$ cat src/hsc_pkg.sv
// constants, types and register map of the high-speed compare and capture block
// assumes a 32-bit AHB-Lite slave window of 64 bytes
package hsc_pkg;

  localparam int CNT_W  = 32;
  localparam int ADDR_W = 8;
  localparam int HALF_W = 16;
  localparam int FAST_N = 4;
  localparam int SCAN_N = 4;
  localparam int ZONE_N = 3;
  localparam int CFG_W  = 7;

  // register byte offsets
  localparam logic [ADDR_W-1:0] OFS_CTRL     = 8'h00;
  localparam logic [ADDR_W-1:0] OFS_COUNT    = 8'h04;
  localparam logic [ADDR_W-1:0] OFS_SET_VAL  = 8'h08;
  localparam logic [ADDR_W-1:0] OFS_RST_VAL  = 8'h0C;
  localparam logic [ADDR_W-1:0] OFS_CMP_CFG  = 8'h10;
  localparam logic [ADDR_W-1:0] OFS_ZONE_LO  = 8'h14;
  localparam logic [ADDR_W-1:0] OFS_ZONE_HI  = 8'h18;
  localparam logic [ADDR_W-1:0] OFS_ZONE_CFG = 8'h1C;
  localparam logic [ADDR_W-1:0] OFS_STATUS   = 8'h20;
  localparam logic [ADDR_W-1:0] OFS_CAP_A_LO = 8'h24;
  localparam logic [ADDR_W-1:0] OFS_CAP_A_HI = 8'h28;
  localparam logic [ADDR_W-1:0] OFS_CAP_B_LO = 8'h2C;
  localparam logic [ADDR_W-1:0] OFS_CAP_B_HI = 8'h30;
  localparam logic [ADDR_W-1:0] OFS_SCAN_END = 8'h34;

  // control register fields
  localparam int CTL_CNT_EN = 0;
  localparam int CTL_DIR    = 1;
  localparam int CTL_IRQ_EN = 2;
  localparam int CTL_FALL   = 3;
  localparam int CTL_GRP_B  = 4;
  // compare configuration fields
  localparam int CFG_SET_LSB = 0;
  localparam int CFG_RST_LSB = 8;
  // status fields
  localparam int STA_RELAY = 0;
  localparam int STA_FAST  = 1;
  localparam int STA_SCAN  = 5;
  localparam int STA_ZONE  = 9;

  localparam logic [CNT_W-1:0] CNT_RST = 32'h0000_0000;

  typedef enum logic [2:0] {
    TGT_RELAY,
    TGT_FAST,
    TGT_SCAN,
    TGT_IRQ,
    TGT_COUNTER
  } target_t;

  typedef struct packed {
    logic       en;
    logic       hw;
    target_t    tgt;
    logic [1:0] idx;
  } chan_cfg_t;

  typedef struct packed {
    logic              sel;
    logic              wr;
    logic [ADDR_W-1:0] addr;
  } ahb_ph_t;

endpackage : hsc_pkg
$ cat src/cmp_unit.sv
// one compare channel: software match at equality, hardware match one count past
// assumes prev/now describe a single counter step flagged by step
`timescale 1ns/100ps
module cmp_unit
  import hsc_pkg::*;
(
  input  wire logic [CNT_W-1:0] prev,
  input  wire logic [CNT_W-1:0] now,
  input  wire logic [CNT_W-1:0] val,
  input  wire logic             down,
  input  wire logic             hw,
  input  wire logic             step,
  output logic                  match
);

  logic [CNT_W-1:0] past_val;

  always_comb begin
    past_val = down ? val - 1'b1 : val + 1'b1;
    if (hw) begin
      match = step && (prev == val) && (now == past_val);
    end else begin
      match = step && (now == val);
    end
  end

endmodule : cmp_unit

$ cat src/edge_sync.sv
// two-flop synchroniser with rise and fall detection for one pin
// assumes the pin is asynchronous to hclk
`timescale 1ns/100ps
module edge_sync (
  input  wire logic hclk,
  input  wire logic hresetn,
  input  wire logic pin,
  output logic      rise,
  output logic      fall
);

  typedef struct packed {
    logic s1;
    logic s2;
    logic s3;
  } sync_t;

  sync_t s_r;
  sync_t s_nxt;

  always_comb begin
    s_nxt.s1 = pin;
    s_nxt.s2 = s_r.s1;
    s_nxt.s3 = s_r.s2;
  end

  always_ff @(posedge hclk or negedge hresetn) begin
    if (!hresetn) begin
      s_r <= '0;
    end else begin
      s_r <= s_nxt;
    end
  end

  assign rise = s_r.s2 & ~s_r.s3;
  assign fall = ~s_r.s2 & s_r.s3;

endmodule : edge_sync

$ cat src/hs_counter_compare_capture.sv
// high-speed counter with set/reset compare channels, zone compare and edge capture
// assumes an AHB-Lite master on hclk and asynchronous encoder and interrupt pins
`timescale 1ns/100ps
module hs_counter_compare_capture
  import hsc_pkg::*;
(
  input  wire logic               hclk,
  input  wire logic               hresetn,
  input  wire logic               hsel,
  input  wire logic [31:0]        haddr,
  input  wire logic [1:0]         htrans,
  input  wire logic               hwrite,
  input  wire logic [2:0]         hsize,
  input  wire logic               hready,
  input  wire logic [31:0]        hwdata,
  output logic [31:0]             hrdata,
  output logic                    hreadyout,
  output logic                    hresp,
  input  wire logic               count_pulse_pin,
  input  wire logic               capture_irq_input_one,
  input  wire logic               capture_irq_input_three,
  input  wire logic               capture_irq_input_four,
  input  wire logic               capture_irq_input_five,
  output logic [FAST_N-1:0]       fast_output_pins,
  output logic [SCAN_N-1:0]       scan_output_pins,
  output logic [ZONE_N-1:0]       zone_out,
  output logic                    result_relay_example,
  output logic                    compare_match_irq_one,
  output logic                    capture_irq_pulse
);

  typedef struct packed {
    ahb_ph_t           ph;
    logic [31:0]       rdata;
    logic              cnt_en;
    logic              dir;
    logic              irq_en;
    logic              fall_sel;
    logic              grp_b;
    logic [CNT_W-1:0]  count;
    logic [CNT_W-1:0]  set_val;
    logic [CNT_W-1:0]  rst_val;
    logic [CNT_W-1:0]  zone_lo;
    logic [CNT_W-1:0]  zone_hi;
    chan_cfg_t         set_cfg;
    chan_cfg_t         rst_cfg;
    logic              zone_en;
    logic              relay;
    logic [FAST_N-1:0] fast;
    logic [SCAN_N-1:0] scan_shadow;
    logic [SCAN_N-1:0] scan;
    logic [ZONE_N-1:0] zone;
    logic [CNT_W-1:0]  cap_a;
    logic [CNT_W-1:0]  cap_b;
    logic              cmp_irq;
    logic              cap_irq;
  } st_t;

  st_t s_r;
  st_t s_nxt;

  logic [4:0]       pin_vec;
  logic [4:0]       rise_vec;
  logic [4:0]       fall_vec;
  logic [4:0]       edge_vec;
  logic             step;
  logic [CNT_W-1:0] cnt_step;
  logic             set_match;
  logic             rst_match;
  logic             set_hit;
  logic             rst_hit;
  logic             cap_a_evt;
  logic             cap_b_evt;
  logic             cap_evt;
  logic             data_wr;

  assign pin_vec = {capture_irq_input_five, capture_irq_input_four,
                    capture_irq_input_three, capture_irq_input_one, count_pulse_pin};

  for (genvar g = 0; g < 5; g++) begin : g_sync
    edge_sync u_sync (
      .hclk    (hclk),
      .hresetn (hresetn),
      .pin     (pin_vec[g]),
      .rise    (rise_vec[g]),
      .fall    (fall_vec[g])
    );
  end

  // capture and reset inputs share the edge selection; the count pin counts on rise
  assign edge_vec = s_r.fall_sel ? fall_vec : rise_vec;
  assign step     = s_r.cnt_en && rise_vec[0];
  assign cnt_step = s_r.dir ? s_r.count - 1'b1 : s_r.count + 1'b1;

  cmp_unit u_set (
    .prev  (s_r.count),
    .now   (cnt_step),
    .val   (s_r.set_val),
    .down  (s_r.dir),
    .hw    (s_r.set_cfg.hw),
    .step  (step),
    .match (set_match)
  );

  cmp_unit u_rst (
    .prev  (s_r.count),
    .now   (cnt_step),
    .val   (s_r.rst_val),
    .down  (s_r.dir),
    .hw    (s_r.rst_cfg.hw),
    .step  (step),
    .match (rst_match)
  );

  assign set_hit   = set_match && s_r.set_cfg.en;
  assign rst_hit   = rst_match && s_r.rst_cfg.en;
  // group A listens to inputs one and four, group B to three and five
  assign cap_a_evt = !s_r.grp_b && (edge_vec[1] || edge_vec[3]);
  assign cap_b_evt = s_r.grp_b && (edge_vec[2] || edge_vec[4]);
  assign cap_evt   = cap_a_evt || cap_b_evt;
  assign data_wr   = s_r.ph.sel && s_r.ph.wr;

  // drive one compare result to its target
  function automatic st_t apply_result(st_t st, chan_cfg_t c, logic v);
    st_t r;
    r = st;
    unique case (c.tgt)
      TGT_RELAY:   r.relay = v;
      TGT_FAST:    r.fast[c.idx] = v;
      TGT_SCAN:    r.scan_shadow[c.idx] = v;
      TGT_IRQ:     r.cmp_irq = 1'b1;
      TGT_COUNTER: if (!v) r.count = CNT_RST;
      default:     r = st;
    endcase
    return r;
  endfunction : apply_result

  function automatic logic [31:0] rd_word(st_t st, logic [ADDR_W-1:0] a);
    logic [31:0] w;
    w = 32'h0000_0000;
    unique case (a)
      OFS_CTRL:     w[4:0] = {st.grp_b, st.fall_sel, st.irq_en, st.dir, st.cnt_en};
      OFS_COUNT:    w = st.count;
      OFS_SET_VAL:  w = st.set_val;
      OFS_RST_VAL:  w = st.rst_val;
      OFS_CMP_CFG:  begin
        w[CFG_SET_LSB +: CFG_W] = st.set_cfg;
        w[CFG_RST_LSB +: CFG_W] = st.rst_cfg;
      end
      OFS_ZONE_LO:  w = st.zone_lo;
      OFS_ZONE_HI:  w = st.zone_hi;
      OFS_ZONE_CFG: w[0] = st.zone_en;
      OFS_STATUS:   begin
        w[STA_RELAY] = st.relay;
        w[STA_FAST +: FAST_N] = st.fast;
        w[STA_SCAN +: SCAN_N] = st.scan;
        w[STA_ZONE +: ZONE_N] = st.zone;
      end
      OFS_CAP_A_LO: w[HALF_W-1:0] = st.cap_a[HALF_W-1:0];
      OFS_CAP_A_HI: w[HALF_W-1:0] = st.cap_a[CNT_W-1:HALF_W];
      OFS_CAP_B_LO: w[HALF_W-1:0] = st.cap_b[HALF_W-1:0];
      OFS_CAP_B_HI: w[HALF_W-1:0] = st.cap_b[CNT_W-1:HALF_W];
      default:      w = 32'h0000_0000;
    endcase
    return w;
  endfunction : rd_word

  always_comb begin
    s_nxt = s_r;
    s_nxt.cmp_irq = 1'b0;
    s_nxt.cap_irq = 1'b0;
    // data phase of a write; hardware events below take precedence
    if (data_wr) begin
      unique case (s_r.ph.addr)
        OFS_CTRL: begin
          s_nxt.cnt_en   = hwdata[CTL_CNT_EN];
          s_nxt.dir      = hwdata[CTL_DIR];
          s_nxt.irq_en   = hwdata[CTL_IRQ_EN];
          s_nxt.fall_sel = hwdata[CTL_FALL];
          s_nxt.grp_b    = hwdata[CTL_GRP_B];
        end
        OFS_COUNT:    s_nxt.count = hwdata;
        OFS_SET_VAL:  s_nxt.set_val = hwdata;
        OFS_RST_VAL:  s_nxt.rst_val = hwdata;
        OFS_CMP_CFG:  begin
          s_nxt.set_cfg = hwdata[CFG_SET_LSB +: CFG_W];
          s_nxt.rst_cfg = hwdata[CFG_RST_LSB +: CFG_W];
        end
        OFS_ZONE_LO:  s_nxt.zone_lo = hwdata;
        OFS_ZONE_HI:  s_nxt.zone_hi = hwdata;
        OFS_ZONE_CFG: s_nxt.zone_en = hwdata[0];
        OFS_SCAN_END: s_nxt.scan = s_r.scan_shadow;
        default:      s_nxt.ph = s_r.ph;
      endcase
    end
    // address phase
    s_nxt.ph.sel  = hsel && hready && htrans[1];
    s_nxt.ph.wr   = hwrite;
    s_nxt.ph.addr = haddr[ADDR_W-1:0];
    s_nxt.rdata   = rd_word(s_r, haddr[ADDR_W-1:0]);
    // counting and compare results, reset channel applied last
    if (step) begin
      s_nxt.count = cnt_step;
    end
    if (set_hit) begin
      s_nxt = apply_result(s_nxt, s_r.set_cfg, 1'b1);
    end
    if (rst_hit) begin
      s_nxt = apply_result(s_nxt, s_r.rst_cfg, 1'b0);
    end
    // interrupt use of the inputs wins over plain counter reset
    if (s_r.irq_en) begin
      if (cap_a_evt) begin
        s_nxt.cap_a = s_r.count;
      end
      if (cap_b_evt) begin
        s_nxt.cap_b = s_r.count;
      end
      if (cap_evt) begin
        s_nxt.cap_irq = 1'b1;
        s_nxt.count   = CNT_RST;
      end
    end else if (cap_evt) begin
      s_nxt.count = CNT_RST;
    end
    // zone compare on the present count
    if (!s_r.zone_en) begin
      s_nxt.zone = '0;
    end else if ($signed(s_r.count) < $signed(s_r.zone_lo)) begin
      s_nxt.zone = 3'h1;
    end else if ($signed(s_r.count) > $signed(s_r.zone_hi)) begin
      s_nxt.zone = 3'h4;
    end else begin
      s_nxt.zone = 3'h2;
    end
  end

  always_ff @(posedge hclk or negedge hresetn) begin
    if (!hresetn) begin
      s_r <= '0;
    end else begin
      s_r <= s_nxt;
    end
  end

  assign hrdata                = s_r.rdata;
  assign hreadyout             = 1'b1;
  assign hresp                 = 1'b0;
  assign fast_output_pins      = s_r.fast;
  assign scan_output_pins      = s_r.scan;
  assign zone_out              = s_r.zone;
  assign result_relay_example  = s_r.relay;
  assign compare_match_irq_one = s_r.cmp_irq;
  assign capture_irq_pulse     = s_r.cap_irq;
endmodule : hs_counter_compare_capture

$ cat config.mk
export PLATFORM = sky130hd
export DESIGN_NAME = hs_counter_compare_capture
export DESIGN_NICKNAME = d
export VERILOG_FILES = /design/src/hsc_pkg.sv /design/src/cmp_unit.sv /design/src/edge_sync.sv /design/src/hs_counter_compare_capture.sv
export SDC_FILE = /design/constraint.sdc
export NUM_CORES = 1
export LEC_CHECK = 0
export BUFFER_PORTS_ARGS = -buffer_cell sky130_fd_sc_hd__buf_2
export CORE_ASPECT_RATIO = 1.25
export CORE_MARGIN = 2
export CORE_UTILIZATION = 60
export CTS_CLUSTER_DIAMETER = 50
export CTS_CLUSTER_SIZE = 28
export DETAILED_ROUTE_END_ITERATION = 7
export PLACE_DENSITY = 0.78
export SLEW_MARGIN = 15
export SYNTH_ARGS = -nofsm -noshare
export SYNTH_HDL_FRONTEND = slang
export SYNTH_SLANG_ARGS = --single-unit
$ cat constraint.sdc
create_clock -name hclk -period 6.7 [get_ports hclk]
set_input_delay 1.34 -clock hclk [delete_from_list [all_inputs] [get_ports hclk]]
set_output_delay 1.34 -clock hclk [all_outputs]
set_load 0.02 [all_outputs]
# Yosys cells after proc, flatten, opt, wreduce, memory -nomap -nowiden
# Cells that the tools add are included.
# totals
regBits,319
out_inout_bits,48
word_cells,191
# op_classes
add_sub_neg,6
magnitude_cmp,6
n_eq_ne,33
n_mux,50
n_bitwise,25
reduce_logical,24
# op_table
operator,n
32-bit 2-to-1 mux,13
257-bit 2-to-1 mux,1
32-bit == test,6
180-bit 2-to-1 mux,1
32-bit by 1-bit adder with 32-bit output (second input constant),3
32-bit by 1-bit subtractor with 32-bit output (second input constant),3
82-bit 2-to-1 mux,1
16-bit case mux with 5 select lines,1
8-bit by 5-bit == test with 1-bit output (second input constant),8
64-bit 2-to-1 mux,1
8-bit by 6-bit == test with 1-bit output (second input constant),6
4-bit case mux with 12 select lines,1
4-bit case mux with 11 select lines,1
8-bit by 4-bit == test with 1-bit output (second input constant),4
32-bit greater-than comparator,1
32-bit less-than comparator,1
3-bit case mux with 10 select lines,1
4-bit 2-to-1 mux,6
2-bit case mux with 11 select lines,1
8-bit by 3-bit == test with 1-bit output (second input constant),2
1-bit logical AND,16
8-bit zero test,2
14-bit 2-to-1 mux,1
1-bit case mux with 13 select lines,1
other kinds (19),62

# Depth between registers and ports, before layout
# logic_depth
depth_word,13
mapped_depth,17
mapped_depth_nobuf,14

# Hierarchy
# From an unflattened synthesis, not the netlist that was laid out.
# unflattened
hier_cells,2247
area_unflattened_um2,22444.0
# by_module_without_submodules
mod,instances,cells_per_inst,area_each_um2,seq_area_each_um2
hs_counter_compare_capture,1,1410,16173.0,7607.3
cmp_unit,2,406,2910.3,0.0
edge_sync,5,5,90.1,75.1

# Worst setup path before layout
# No wires, ideal clock.
# synth_timing
path_kind,reg-to-reg
startpoint,register s_r[260] (netlist bit)
endpoint,register s_r (netlist bit fast_output_pins[3])
setup_time_ns,0.082
arrival_ns,5.781
t_required_ns,6.618
path_slack_ns,0.837
path_stages_with_launch,17
path_buffers,2
synth_period_minus_slack_ns,5.863
path_cell_list,dfrtp_1 > clkbuf_1 > inv_1 > fa_1 > clkbuf_1 > xnor2_1 > nand4_1 > or4_1 > or4_1 > nor4_1 > nand3_1 > nor4b_1 > nand4b_1 > or3_4 > o41ai_4 > a31oi_1 > a31oi_1
# synth_lines
element,line_no,source
start: declaration,hs_counter_compare_capture.sv:59,st_t s_r;
start signal: assignment,hs_counter_compare_capture.sv:242,s_r <= s_nxt;

==> run metrics <==
antenna fix cells 0; clock-pin slew on the worst setup and hold paths about 0.09 ns; # rows 81; vias in the first global route slightly above 20000; via density per instance a little over 7; r2r setup slk 0.71 ns; R2R Path End s_r[227]; Worst Path Max Fanout a little over 40; die width between 150 and 200 microns; hold path cells 0; metal3 WL between 8000 and 9000 microns; MaxCap Viol Count 0; ys flop type dfrtp_1; post-synthesis sequential area ratio 0.335; Port Buffers between 90 and 100; commonest non-fill, non-tap cell in the layout dfrtp_1; Syn Area/Cell between 9 and 10 sq um; Ys Warns 0; number of flops mapped to enable cells by yosys 0; global-route wire length before repair 133000 microns; post-synth cell types slightly below 100; GRT overflow 0; end point of the worst hold path g_sync[2].u_sync.s_nxt[0]; placed insts 2936; fin util 0.654; fin crit period about 6 ns; WL/cell 30.6 microns; DP HPWL 68000 microns; Final Setup Violations 0; critical path class flop to flop; Residual DRC 2; Die Y-Extent roughly 230 microns; clk sinks ~320; most frequent cells in the layout 318 x dfrtp_1, 226 x mux2_2, 158 x xnor2_1; drt first-iter violations 2280; Final Total Pwr approximately 5.8 mW; final setup TNS 0 ns; Root Driver clkbuf_16; Worst-Skew Late Latency approximately 0.59 ns; hold buffer count at CTS 0; maximum VDD drop around 0.00031 V; DRT antenna net count 0; setup slack at placement just over 0.9 ns; fin. max-slew vios 0; clock skew approximately 0.052 ns; full die area around 41000 sq um; routed vias 21100; Final Hold Fails 0; Rel. slew slack 0.167; Async S/R FF share, synth 1.00; IO Count 127; Max Clk Rate ~0.17 GHz; drt pass-1 iters 8; Layout Cells excl Fill around 3000; final net count 2699; crit end category flop; worst r2r src s_r[260]; critical path startpoint category flop; syn_nets approximately 2700; met1 WL approximately 34000 microns; synthesis-to-layout area growth 7.54%; largest net degree at the start of global routing 154; WL met2 40600 microns; # Post-CTS Setup Buffers 0; CTS tree built; P_leak ~12 nW; crit share post-route 0.893; status finished, violations left; post-cts resize count 0; WP data arrival between 6 and 7 ns; R2R cell count 15; H-tree depth 1; Synth Instances around 2400; PD cells roughly 230 nW/um^2; RSZ-0062 raised after global routing false; DR top layer met5; antenna violations before repair 1; failing checks DRC; layout cells sized above 1 0.199; Tightest Pin Transition between 1 and 1.5 ns; core area around 39000 sq um; total CTS buffers 24; GRT Resource Usage Total 0.439; PnR worst setup slack between 0.7 and 0.8 ns; min-delay src g_sync[2].u_sync.s_nxt[1]; CTS max path bufs 3; DRT Wirelength roughly 91000 microns; Mapped Area 23900 sq um; critical path required time about 7.1 ns; RePlAce Congestion roughly 1.0; worst hold path class flop to flop; initial core utilization 0.608; Seq cells post-synth 319
[worst max-delay path, cell delays in order (launching register included)]
cell      delay [ns]
dfrtp_4         0.81
inv_1           0.31
fa_1            0.58
and2b_1         0.29
o21a_1          0.30
nor2_1          0.17
xnor2_1         0.55
xor2_1          0.16
or4_1           0.56
nor4b_1         0.50
and4bb_1        0.26
nand4_1         0.10
o32ai_2         0.36
a31o_4          0.50
buf_12          0.23
a211oi_1        0.07
[final cells by class]
cell class | instances | area (sq um)
Clock buffer | 25 | 614
Clock inverter | 19 | 293
Fill cell | 3176 | 13600
Inverter | 98 | 368
Multi-Input combinational cell | 1862 | 14800
Sequential cell | 319 | 7990
Tap cell | 498 | 623
Timing Repair Buffer | 159 | 988
[sequential cells by signal (all words and copies together) (netlist names)]
name                   cells
capture_irq_pulse          1
compare_match_irq_one      1
fast_output_pins           4
g_sync.u_sync.s_nxt       10
g_sync.u_sync.s_r          5
hrdata                    32
result_relay_example       1
s_r                      258
scan_output_pins           4
zone_out                   3
[kinds of logic (layout without fill, tap and decap cells)]
kind of cell,count (synthesis),count (layout),share of synthesized area
AND/OR/NAND/NOR,609,609,0.132
buffers and inverters,244,301,0.0477
other,2,2,0.000315
adder cells (fa/ha/maj),156,156,0.0828
AO/OA/AOI/OAI,596,596,0.182
multiplexers,249,249,0.116
XOR/XNOR,250,250,0.105
flip-flops,319,319,0.335
[cells in the mapped netlist, drive strengths merged (27+ instances only)]
master  number  area (sq um)
a21o        56           420
a211oi      42           443
a22oi       45           338
nand4       70           438
a22o        28           245
a221oi      34           298
mux2       226          2540
buf         79           519
dfrtp      319          7980
nand2      152           571
nand3       41           205
o21ai       90           450
nor3        27           135
ha         153          1910
xnor2      160          1430
a21oi      146           746
clkbuf      67           251
nor2       147           554
inv         98           368
xor2        71           637
[stage by stage]
| step | instance area [sq um] | hold WS, ns |
|---|---|---|
| 2_1_floorplan | 23900 | 0.331 |
| 3_3_place_gp | 24700 | 0.333 |
| 3_5_place_dp | 24700 | 0.336 |
| 4_1_cts | 25700 | 0.356 |
| 5_1_grt | 25700 | 0.368 |
| 6_report | 25700 | 0.356 |
[report_power, final]
| group | internal (mW) | total (mW) | switching, mW |
|---|---|---|---|
| Combinational | 0.762 | 1.87 | 1.11 |
| Clock | 0.810 | 1.64 | 0.825 |
| Sequential | 2.06 | 2.29 | 0.228 |
[how the worst max path moves through the flow]
stage / startpoint / endpoint / cells after the start / slack [ns]
after floorplan: s_r[260] / fast_output_pins[3] / 16 / 0.84
after global placement: s_r[260] / s_r[246] / 15 / 0.98
after detailed placement: s_r[260] / s_r[246] / 15 / 0.91
after CTS: s_r[260] / s_r[246] / 15 / 0.86
after global routing: s_r[260] / s_r[246] / 15 / 0.59
final: s_r[260] / s_r[227] / 15 / 0.71
[layer usage]
layer,vias to the layer above,global-route usage
met5,-,0
met2,1203,0.699
met4,2,0.319
met1,10400,0.538
li1,9056,-
met3,381,0.0837
(Power assumes the default switching activity.)
